===== config.mk =====
export PLATFORM = sky130hd
export DESIGN_NAME = tcrb_timer2
export DESIGN_NICKNAME = d
export VERILOG_FILES = /design/src/tcrb_pkg.sv /design/src/tcrb_timer2.sv
export SDC_FILE = /design/constraint.sdc
export NUM_CORES = 1
export LEC_CHECK = 0
export BUFFER_PORTS_ARGS = -buffer_cell sky130_fd_sc_hd__buf_2
export CAP_MARGIN = 30
export CELL_PAD_IN_SITES_DETAIL_PLACEMENT = 2
export CELL_PAD_IN_SITES_GLOBAL_PLACEMENT = 2
export CORE_AREA = 2 2 112 87
export DETAILED_ROUTE_END_ITERATION = 16
export DIE_AREA = 0 0 114 89
export PLACE_DENSITY_LB_ADDON = 0.1
export SLEW_MARGIN = 20
export SYNTH_ARGS = -nofsm -noshare
export SYNTH_HDL_FRONTEND = slang
export SYNTH_SLANG_ARGS = --single-unit

===== constraint.sdc =====
create_clock -name sys_clk -period 2.8 [get_ports sys_clk]
set_input_delay 0.14 -clock sys_clk [delete_from_list [all_inputs] [get_ports sys_clk]]
set_output_delay 0.14 -clock sys_clk [all_outputs]
set_load 0.005 [all_outputs]

===== src/tcrb_pkg.sv =====
// Constants and types for the third timer/counter with capture and reload.
// Assumes a CPU that reaches the block through a byte-wide register port.
package tcrb_pkg;

  // ==========================================================
  // Register port addresses
  localparam logic [2:0] TCRB_ADDR_CONTROL = 3'h0;
  localparam logic [2:0] TCRB_ADDR_COUNT_LOW = 3'h1;
  localparam logic [2:0] TCRB_ADDR_COUNT_HIGH = 3'h2;
  localparam logic [2:0] TCRB_ADDR_CAPTURE_LOW = 3'h3;
  localparam logic [2:0] TCRB_ADDR_CAPTURE_HIGH = 3'h4;

  // ==========================================================
  // Control bit positions
  localparam int TCRB_BIT_OVERFLOW = 7;
  localparam int TCRB_BIT_EXTERNAL = 6;
  localparam int TCRB_BIT_RX_SEL = 5;
  localparam int TCRB_BIT_TX_SEL = 4;
  localparam int TCRB_BIT_EXT_EN = 3;
  localparam int TCRB_BIT_RUN = 2;
  localparam int TCRB_BIT_COUNTER = 1;
  localparam int TCRB_BIT_CAPTURE = 0;

  // ==========================================================
  // Reset values and timing
  localparam logic [7:0] TCRB_CONTROL_RESET = 8'h00;
  localparam logic [15:0] TCRB_COUNT_RESET = 16'h0000;
  localparam logic [15:0] TCRB_CAPTURE_RESET = 16'h0000;
  localparam logic [15:0] TCRB_COUNT_MAX = 16'hFFFF;
  // One machine cycle is twelve oscillator periods
  localparam int TCRB_MACHINE_CLOCKS = 12;
  localparam logic [3:0] TCRB_PRESCALE_LAST = 4'(TCRB_MACHINE_CLOCKS - 1);

  // ==========================================================
  // Carried types
  typedef struct packed {
    logic overflowFlag;
    logic externalEventFlag;
    logic rxClockSelect;
    logic txClockSelect;
    logic externalEnable;
    logic runControl;
    logic counterSelect;
    logic captureReloadSelect;
  } tcrb_ctrl_t;

  typedef struct packed {
    logic port1Rx;
    logic port1Tx;
    logic port2Rx;
    logic port2Tx;
  } tcrb_baud_t;

endpackage : tcrb_pkg


===== src/tcrb_timer2.sv =====
// Third 16-bit timer/counter: capture, auto-reload and baud clock modes.
// Assumes count and trigger pins arrive asynchronously, the register port
// and timer 1 overflow run on sys_clk, and sys_clk is the oscillator.

module tcrb_timer2
  import tcrb_pkg::*;
(
  input wire logic sys_clk,
  input wire logic sys_rst,
  input wire logic [2:0] sfrAddr,
  input wire logic sfrWrite,
  input wire logic [7:0] sfrWdata,
  input wire logic sfrRead,
  output logic [7:0] sfrRdata,
  input wire logic countPin,
  input wire logic triggerPin,
  input wire logic timer1Overflow,
  input wire logic secondPortRxClockSelect,
  input wire logic secondPortTxClockSelect,
  output logic timerIrq,
  output logic overflowPulse,
  output tcrb_baud_t baudTick
);

  // ==========================================================
  // Helpers
  function automatic logic [7:0] pickByte(input logic [15:0] word,
                                          input logic high);
    pickByte = high ? word[15:8] : word[7:0];
  endfunction : pickByte

  function automatic logic fell(input logic prev, input logic now);
    fell = prev & ~now;
  endfunction : fell

  // ==========================================================
  // State
  tcrb_ctrl_t ctrl_q, ctrl_d;
  logic [15:0] count_q, count_d;
  logic [15:0] capture_q, capture_d;
  logic [3:0] prescale_q;
  logic machineTick_q;
  logic [1:0] countSync_q, trigSync_q;
  logic countSample_q, trigSample_q;
  logic countPrev_q, trigPrev_q;
  logic [7:0] rdata_q;
  logic irq_q, ovfPulse_q;
  tcrb_baud_t baud_q, baud_d;

  // ==========================================================
  // Decode
  wire ctrlWr = sfrWrite && (sfrAddr == TCRB_ADDR_CONTROL);
  wire cntLoWr = sfrWrite && (sfrAddr == TCRB_ADDR_COUNT_LOW);
  wire cntHiWr = sfrWrite && (sfrAddr == TCRB_ADDR_COUNT_HIGH);
  wire capLoWr = sfrWrite && (sfrAddr == TCRB_ADDR_CAPTURE_LOW);
  wire capHiWr = sfrWrite && (sfrAddr == TCRB_ADDR_CAPTURE_HIGH);
  wire countWr = cntLoWr || cntHiWr;

  // Either port clocked from this timer means baud mode
  wire baudMode = ctrl_q.rxClockSelect || ctrl_q.txClockSelect ||
                  secondPortRxClockSelect || secondPortTxClockSelect;
  // Capture bit honoured only outside baud mode
  wire captureMode = ctrl_q.captureReloadSelect && !baudMode;

  // Edges seen by comparing successive machine-cycle samples
  wire countFall = machineTick_q && fell(countPrev_q, countSample_q);
  wire trigFall = machineTick_q && fell(trigPrev_q, trigSample_q);

  // Source choice: machine cycle or count-pin fall
  wire countStep = ctrl_q.counterSelect ? countFall : machineTick_q;
  wire countEvt = ctrl_q.runControl && countStep;
  wire overflowEvt = countEvt && (count_q == TCRB_COUNT_MAX);
  // Trigger events only with the external enable set
  wire trigEvt = ctrl_q.externalEnable && trigFall;
  wire captureEvt = trigEvt && captureMode;
  // Trigger reload only in plain reload mode
  wire trigReload = trigEvt && !captureMode && !baudMode;
  // Rollover reloads in reload and baud modes
  wire ovfReload = overflowEvt && !captureMode;
  wire reloadEvt = ovfReload || trigReload;
  // Overflow flag never set in baud mode
  wire ovfFlagSet = overflowEvt && !baudMode;
  // External flag from any enabled trigger fall
  wire extFlagSet = trigEvt;

  wire [7:0] readMux =
    (sfrAddr == TCRB_ADDR_CONTROL) ? ctrl_q :
    (sfrAddr == TCRB_ADDR_COUNT_LOW) ? pickByte(count_q, 1'b0) :
    (sfrAddr == TCRB_ADDR_COUNT_HIGH) ? pickByte(count_q, 1'b1) :
    (sfrAddr == TCRB_ADDR_CAPTURE_LOW) ? pickByte(capture_q, 1'b0) :
    (sfrAddr == TCRB_ADDR_CAPTURE_HIGH) ? pickByte(capture_q, 1'b1) :
    8'h00;

  // ==========================================================
  // Next-state logic
  always_comb begin
    ctrl_d = ctrlWr ? tcrb_ctrl_t'(sfrWdata) : ctrl_q;
    // Hardware set wins over a software clear
    ctrl_d.overflowFlag = ctrl_d.overflowFlag | ovfFlagSet;
    ctrl_d.externalEventFlag = ctrl_d.externalEventFlag | extFlagSet;
  end

  always_comb begin
    count_d = count_q;
    if (reloadEvt) begin
      count_d = capture_q;
    end else if (countEvt) begin
      // Up only, wraps to zero in capture mode
      count_d = count_q + 16'h0001;
    end
    // Software write to a count byte beats the hardware update
    if (cntLoWr) begin
      count_d[7:0] = sfrWdata;
    end
    if (cntHiWr) begin
      count_d[15:8] = sfrWdata;
    end
  end

  always_comb begin
    capture_d = capture_q;
    if (captureEvt) begin
      capture_d = count_q;
    end
    if (capLoWr) begin
      capture_d[7:0] = sfrWdata;
    end
    if (capHiWr) begin
      capture_d[15:8] = sfrWdata;
    end
  end

  // Port one clocks; timer 1 overflow when unselected
  // Port two selects come from the power-control pair
  always_comb begin
    baud_d.port1Rx = ctrl_q.rxClockSelect ? overflowEvt : timer1Overflow;
    baud_d.port1Tx = ctrl_q.txClockSelect ? overflowEvt : timer1Overflow;
    baud_d.port2Rx = secondPortRxClockSelect ? overflowEvt
                                             : timer1Overflow;
    baud_d.port2Tx = secondPortTxClockSelect ? overflowEvt
                                             : timer1Overflow;
  end

  // ==========================================================
  // Machine-cycle prescaler
  // One tick every twelve oscillator clocks
  always_ff @(posedge sys_clk) begin
    if (sys_rst) begin
      prescale_q <= 4'h0;
      machineTick_q <= 1'b0;
    end else begin
      prescale_q <= (prescale_q == TCRB_PRESCALE_LAST) ? 4'h0
                                                       : prescale_q + 4'h1;
      machineTick_q <= (prescale_q == TCRB_PRESCALE_LAST);
    end
  end

  // ==========================================================
  // Pin synchronisers and machine-cycle samples
  // Pins are asynchronous, so two flops come before any edge logic
  always_ff @(posedge sys_clk) begin
    if (sys_rst) begin
      countSync_q <= 2'h3;
      trigSync_q <= 2'h3;
    end else begin
      countSync_q <= {countSync_q[0], countPin};
      trigSync_q <= {trigSync_q[0], triggerPin};
    end
  end

  // Sample once per machine cycle, keep previous sample
  always_ff @(posedge sys_clk) begin
    if (sys_rst) begin
      countSample_q <= 1'b1;
      trigSample_q <= 1'b1;
      countPrev_q <= 1'b1;
      trigPrev_q <= 1'b1;
    end else if (prescale_q == TCRB_PRESCALE_LAST) begin
      countSample_q <= countSync_q[1];
      trigSample_q <= trigSync_q[1];
      countPrev_q <= countSample_q;
      trigPrev_q <= trigSample_q;
    end
  end

  // ==========================================================
  // Registers
  always_ff @(posedge sys_clk) begin
    if (sys_rst) begin
      ctrl_q <= tcrb_ctrl_t'(TCRB_CONTROL_RESET);
      count_q <= TCRB_COUNT_RESET;
      capture_q <= TCRB_CAPTURE_RESET;
    end else begin
      ctrl_q <= ctrl_d;
      count_q <= count_d;
      capture_q <= capture_d;
    end
  end

  // ==========================================================
  // Registered outputs
  always_ff @(posedge sys_clk) begin
    if (sys_rst) begin
      rdata_q <= 8'h00;
      irq_q <= 1'b0;
      ovfPulse_q <= 1'b0;
      baud_q <= '0;
    end else begin
      rdata_q <= sfrRead ? readMux : 8'h00;
      // Either sticky flag requests the timer interrupt
      irq_q <= ctrl_d.overflowFlag || ctrl_d.externalEventFlag;
      ovfPulse_q <= overflowEvt;
      baud_q <= baud_d;
    end
  end

  assign sfrRdata = rdata_q;
  assign timerIrq = irq_q;
  assign overflowPulse = ovfPulse_q;
  assign baudTick = baud_q;
endmodule : tcrb_timer2


==> results.sh <==
export IMPL_ys_types=56
export IMPL_layout_setup_ws_ns=0.619
export IMPL_synth_area_per_cell_um2=9.20
export IMPL_hpwl_um=9190
export IMPL_grt_util_met1_pct=36.5
export IMPL_yosys_area_top_type="dfxtp_1"
export IMPL_criticalPathCategory="flip-flop to flip-flop"
export IMPL_via_count=3153
export IMPL_hp_class="input port to flip-flop"
export IMPL_pwr_density_cell_nw_per_um2=566
export IMPL_worst_r2r_endpoint="capture_q[12]"
export IMPL_grt_max_degree=33
export IMPL_start_util_pct=39.4
export IMPL_met3_usage_pct=4.88
export IMPL_cts_resized=0
export IMPL_cp_end_kind="flip-flop"
export IMPL_p_total_w=0.00233
export IMPL_wl_per_cell_um=23.8
export IMPL_diodes=0
export IMPL_critPathRequiredTime_ns=3.04
export IMPL_min_period_over_period_pct=77.9
export IMPL_drt_pass1_iterations=4
export IMPL_drt_initial_drc_count=186
export IMPL_tightest_slew_ns=0.765
export IMPL_grt_pass1_vias=3294
export IMPL_max_freq_mhz=458
export IMPL_cts_max_path_buffers=2
export IMPL_busiest_layer="met2"
export IMPL_syn_inst=383
export IMPL_rrSetupSlack_ns=0.62
export IMPL_synth_seq_cells=67
export IMPL_clk_pin_slew_worst_paths_ns=0.06
export IMPL_setup_viol=0
export IMPL_synth_flop_cell="dfxtp_1"
export IMPL_core_area_um2=8930
export IMPL_synthArstFlopShare_pct=0
export IMPL_ys_warn_count=0
export IMPL_dieArea_um2=10100
export IMPL_seq_area_frac_synth_pct=38.1
export IMPL_cts_sinks=67
export IMPL_finalHoldViolCount=0
export IMPL_fin_crit_ns=2.18
export IMPL_r2r_cells=5
export IMPL_drive_gt1_share_pct=22.1
export IMPL_groute_usage_overall_pct=26.3
export IMPL_fp_row_count=30
export IMPL_synth_nets=405
export IMPL_routed_wl_um=12700
export IMPL_ir_drop_uv=336
export IMPL_post_place_ws_ns=0.620
export IMPL_synth_edf_count=0
export IMPL_drv_slew=0
export IMPL_h_tree_depth=3
export IMPL_place_gp_congestion=0.911
export IMPL_numCtsBuffers=9
export IMPL_cp_endpoint="capture_q[12]"
export IMPL_whs_ns=0.104
export IMPL_drc=0
export IMPL_tns_ns=0
export IMPL_clockRootBuffer="clkbuf_16"
export IMPL_postLayoutCellArea_um2=4130
export IMPL_grt_pass1_wl_um=19700
export IMPL_final_nets=437
export IMPL_crit_arrival_ns=2.42
export IMPL_die_w_um=114
export IMPL_place_area_um2=3800
export IMPL_status="complete, no violations"
export IMPL_leakage_nw=1.60
export IMPL_cts_tree="yes"
export IMPL_rsz0062_at_grt="false"
export IMPL_cp_max_fo=16
export IMPL_synth_area_leaders="dfxtp_1 (38%), mux2i_1 (6.5%), a211oi_1 (3.6%), a22oi_1 (3.6%), nand2_1 (3.1%)"
export IMPL_ios=34
export IMPL_clk_latency_ns=0.34
export IMPL_portBuffers=33
export IMPL_relSlewSlack_pct=48.8
export IMPL_overflow=0
export IMPL_clock_skew_ns=0.00663
export IMPL_startpoint="ctrl_q[4]"
export IMPL_area_growth_pct=17.1
export IMPL_antenna_left=0
export IMPL_die_h_um=89
export IMPL_maxCapViolCount=0
export IMPL_vias_per_cell=5.93
export IMPL_antenna_found_initial=0
export IMPL_syn_area_um2=3520
export IMPL_r2r_start="ctrl_q[4]"
export IMPL_synth_top_area_share_pct=38.1
export IMPL_use_met2_pct=42.6
export IMPL_cp_start_kind="flip-flop"
==> logic make-up after synthesis <==
family / share of synthesized area (%)
and+or+nand+nor: 24.0
AOI/OAI and AO/OA: 20.1
buffers and inverters: 4.26
DFF: 38.1
adders and majority gates: 0.710
xor gates and xnor gates: 3.73
muxes: 9.09
==> through the flow <==
stage / util [%] / instances
6_report: 46.2 / 532
5_1_grt: 46.2 / 532
4_1_cts: 46.2 / 532
3_5_place_dp: 42.5 / 514
3_3_place_gp: 42.5 / 514
2_1_floorplan: - / 383
==> how the worst min path moves through the flow <==
| stage | slack (ns) | from | to | cells past startpoint |
|---|---|---|---|---|
| after floorplan | 0.24 | countPin | countSync_q[0] | 1 |
| after global placement | 0.32 | triggerPin | trigSync_q[0] | 2 |
| after detailed placement | 0.33 | countPin | countSync_q[0] | 2 |
| after CTS | 0.09 | sfrWdata[2] | count_q[10] | 3 |
| after global routing | 0.12 | secondPortRxClockSelect | baudTick[1] | 3 |
| final | 0.10 | sfrWdata[2] | count_q[10] | 3 |
==> what timing repair did <==
item / CTS / global route
endpoints found under the hold margin: 2 / 0
hold buffers: 2 / 0
buffers inserted: 0 / 0
==> critical path, stage by stage, from the launching register on <==
cell and delay [ns]:
dfxtp_1 0.36, nor4_4 0.44, and2_1 0.48, nand2_4 0.31
mux2i_1 0.20, a211oi_1 0.28
==> report_power, final <==
part           switching, W  internal, W
clock              0.000450     0.000711
sequential        0.0000245     0.000980
combinational      0.000106    0.0000621
total              0.000581      0.00175
==> per-layer routing <==
metal / vias up / part of all wire [%]
li1: 1485 / -
met1: 1565 / 47
met2: 91 / 46
met3: 12 / 5.1
met4: 0 / 1.4
met5: - / 0
==> sequential cells by signal, indices dropped and copies added (netlist names) <==
name and cells:
trigSync_q 2, overflowPulse 1, ctrl_q 8, count_q 16, timerIrq 1, prescale_q 4
trigPrev_q 1, trigSample_q 1, countSync_q 2, countPrev_q 1, baudTick 4, capture_q 16
sfrRdata 8, machineTick_q 1, countSample_q 1
==> area by class of cell <==
cell class / count / area, µm²
tap: 112 / 140
timing repair buffer: 50 / 298
inverter: 3 / 11.3
clock buffer: 10 / 239
multi-input combinational: 284 / 2030
clock inverter: 6 / 65.1
sequential: 67 / 1340
fill: 978 / 4810
==> cells in the final DEF (no fill, tap or decap), drive strengths merged, types with 3 or more instances in the layout <==
master,instances
nor2b,8
dfxtp,67
and2,13
buf,48
o311ai,6
nor2,32
nor3,7
nor3b,10
nand3,15
o211ai,5
xnor2,5
inv,3
nand2,30
a2111oi,4
or2,5
a211oi,17
o31ai,4
xor2,10
mux2i,23
a21oi,13
a211o,5
mux2,8
a22oi,17
and4,3
clkbuf,10
clkinvlp,4
o22ai,8
nand4,13
nand3b,8
==> Yosys cell counts (2+ instances only) <==
cell type and instances:
dfxtp_1 67, nand2_1 29, nor2_1 29, mux2i_1 23, a211oi_1 17, a22oi_1 17
nand3_1 15, clkbuf_1 14, and2_1 13, a21oi_1 12, nand4_1 12, nor3b_1 10
xor2_1 10, buf_2 8, mux2_2 8, nand3b_1 8, nor2b_1 8, o22ai_1 8
nor3_1 7, o311ai_1 6, xnor2_1 5, a211o_1 4, o211ai_1 4, or2_2 4
and4_1 3, buf_1 3, inv_1 3, o31ai_1 3, a2111oi_2 2, a41oi_1 2
buf_6 2, ha_1 2, nor2_2 2
Power figures use the tool's default switching activity.
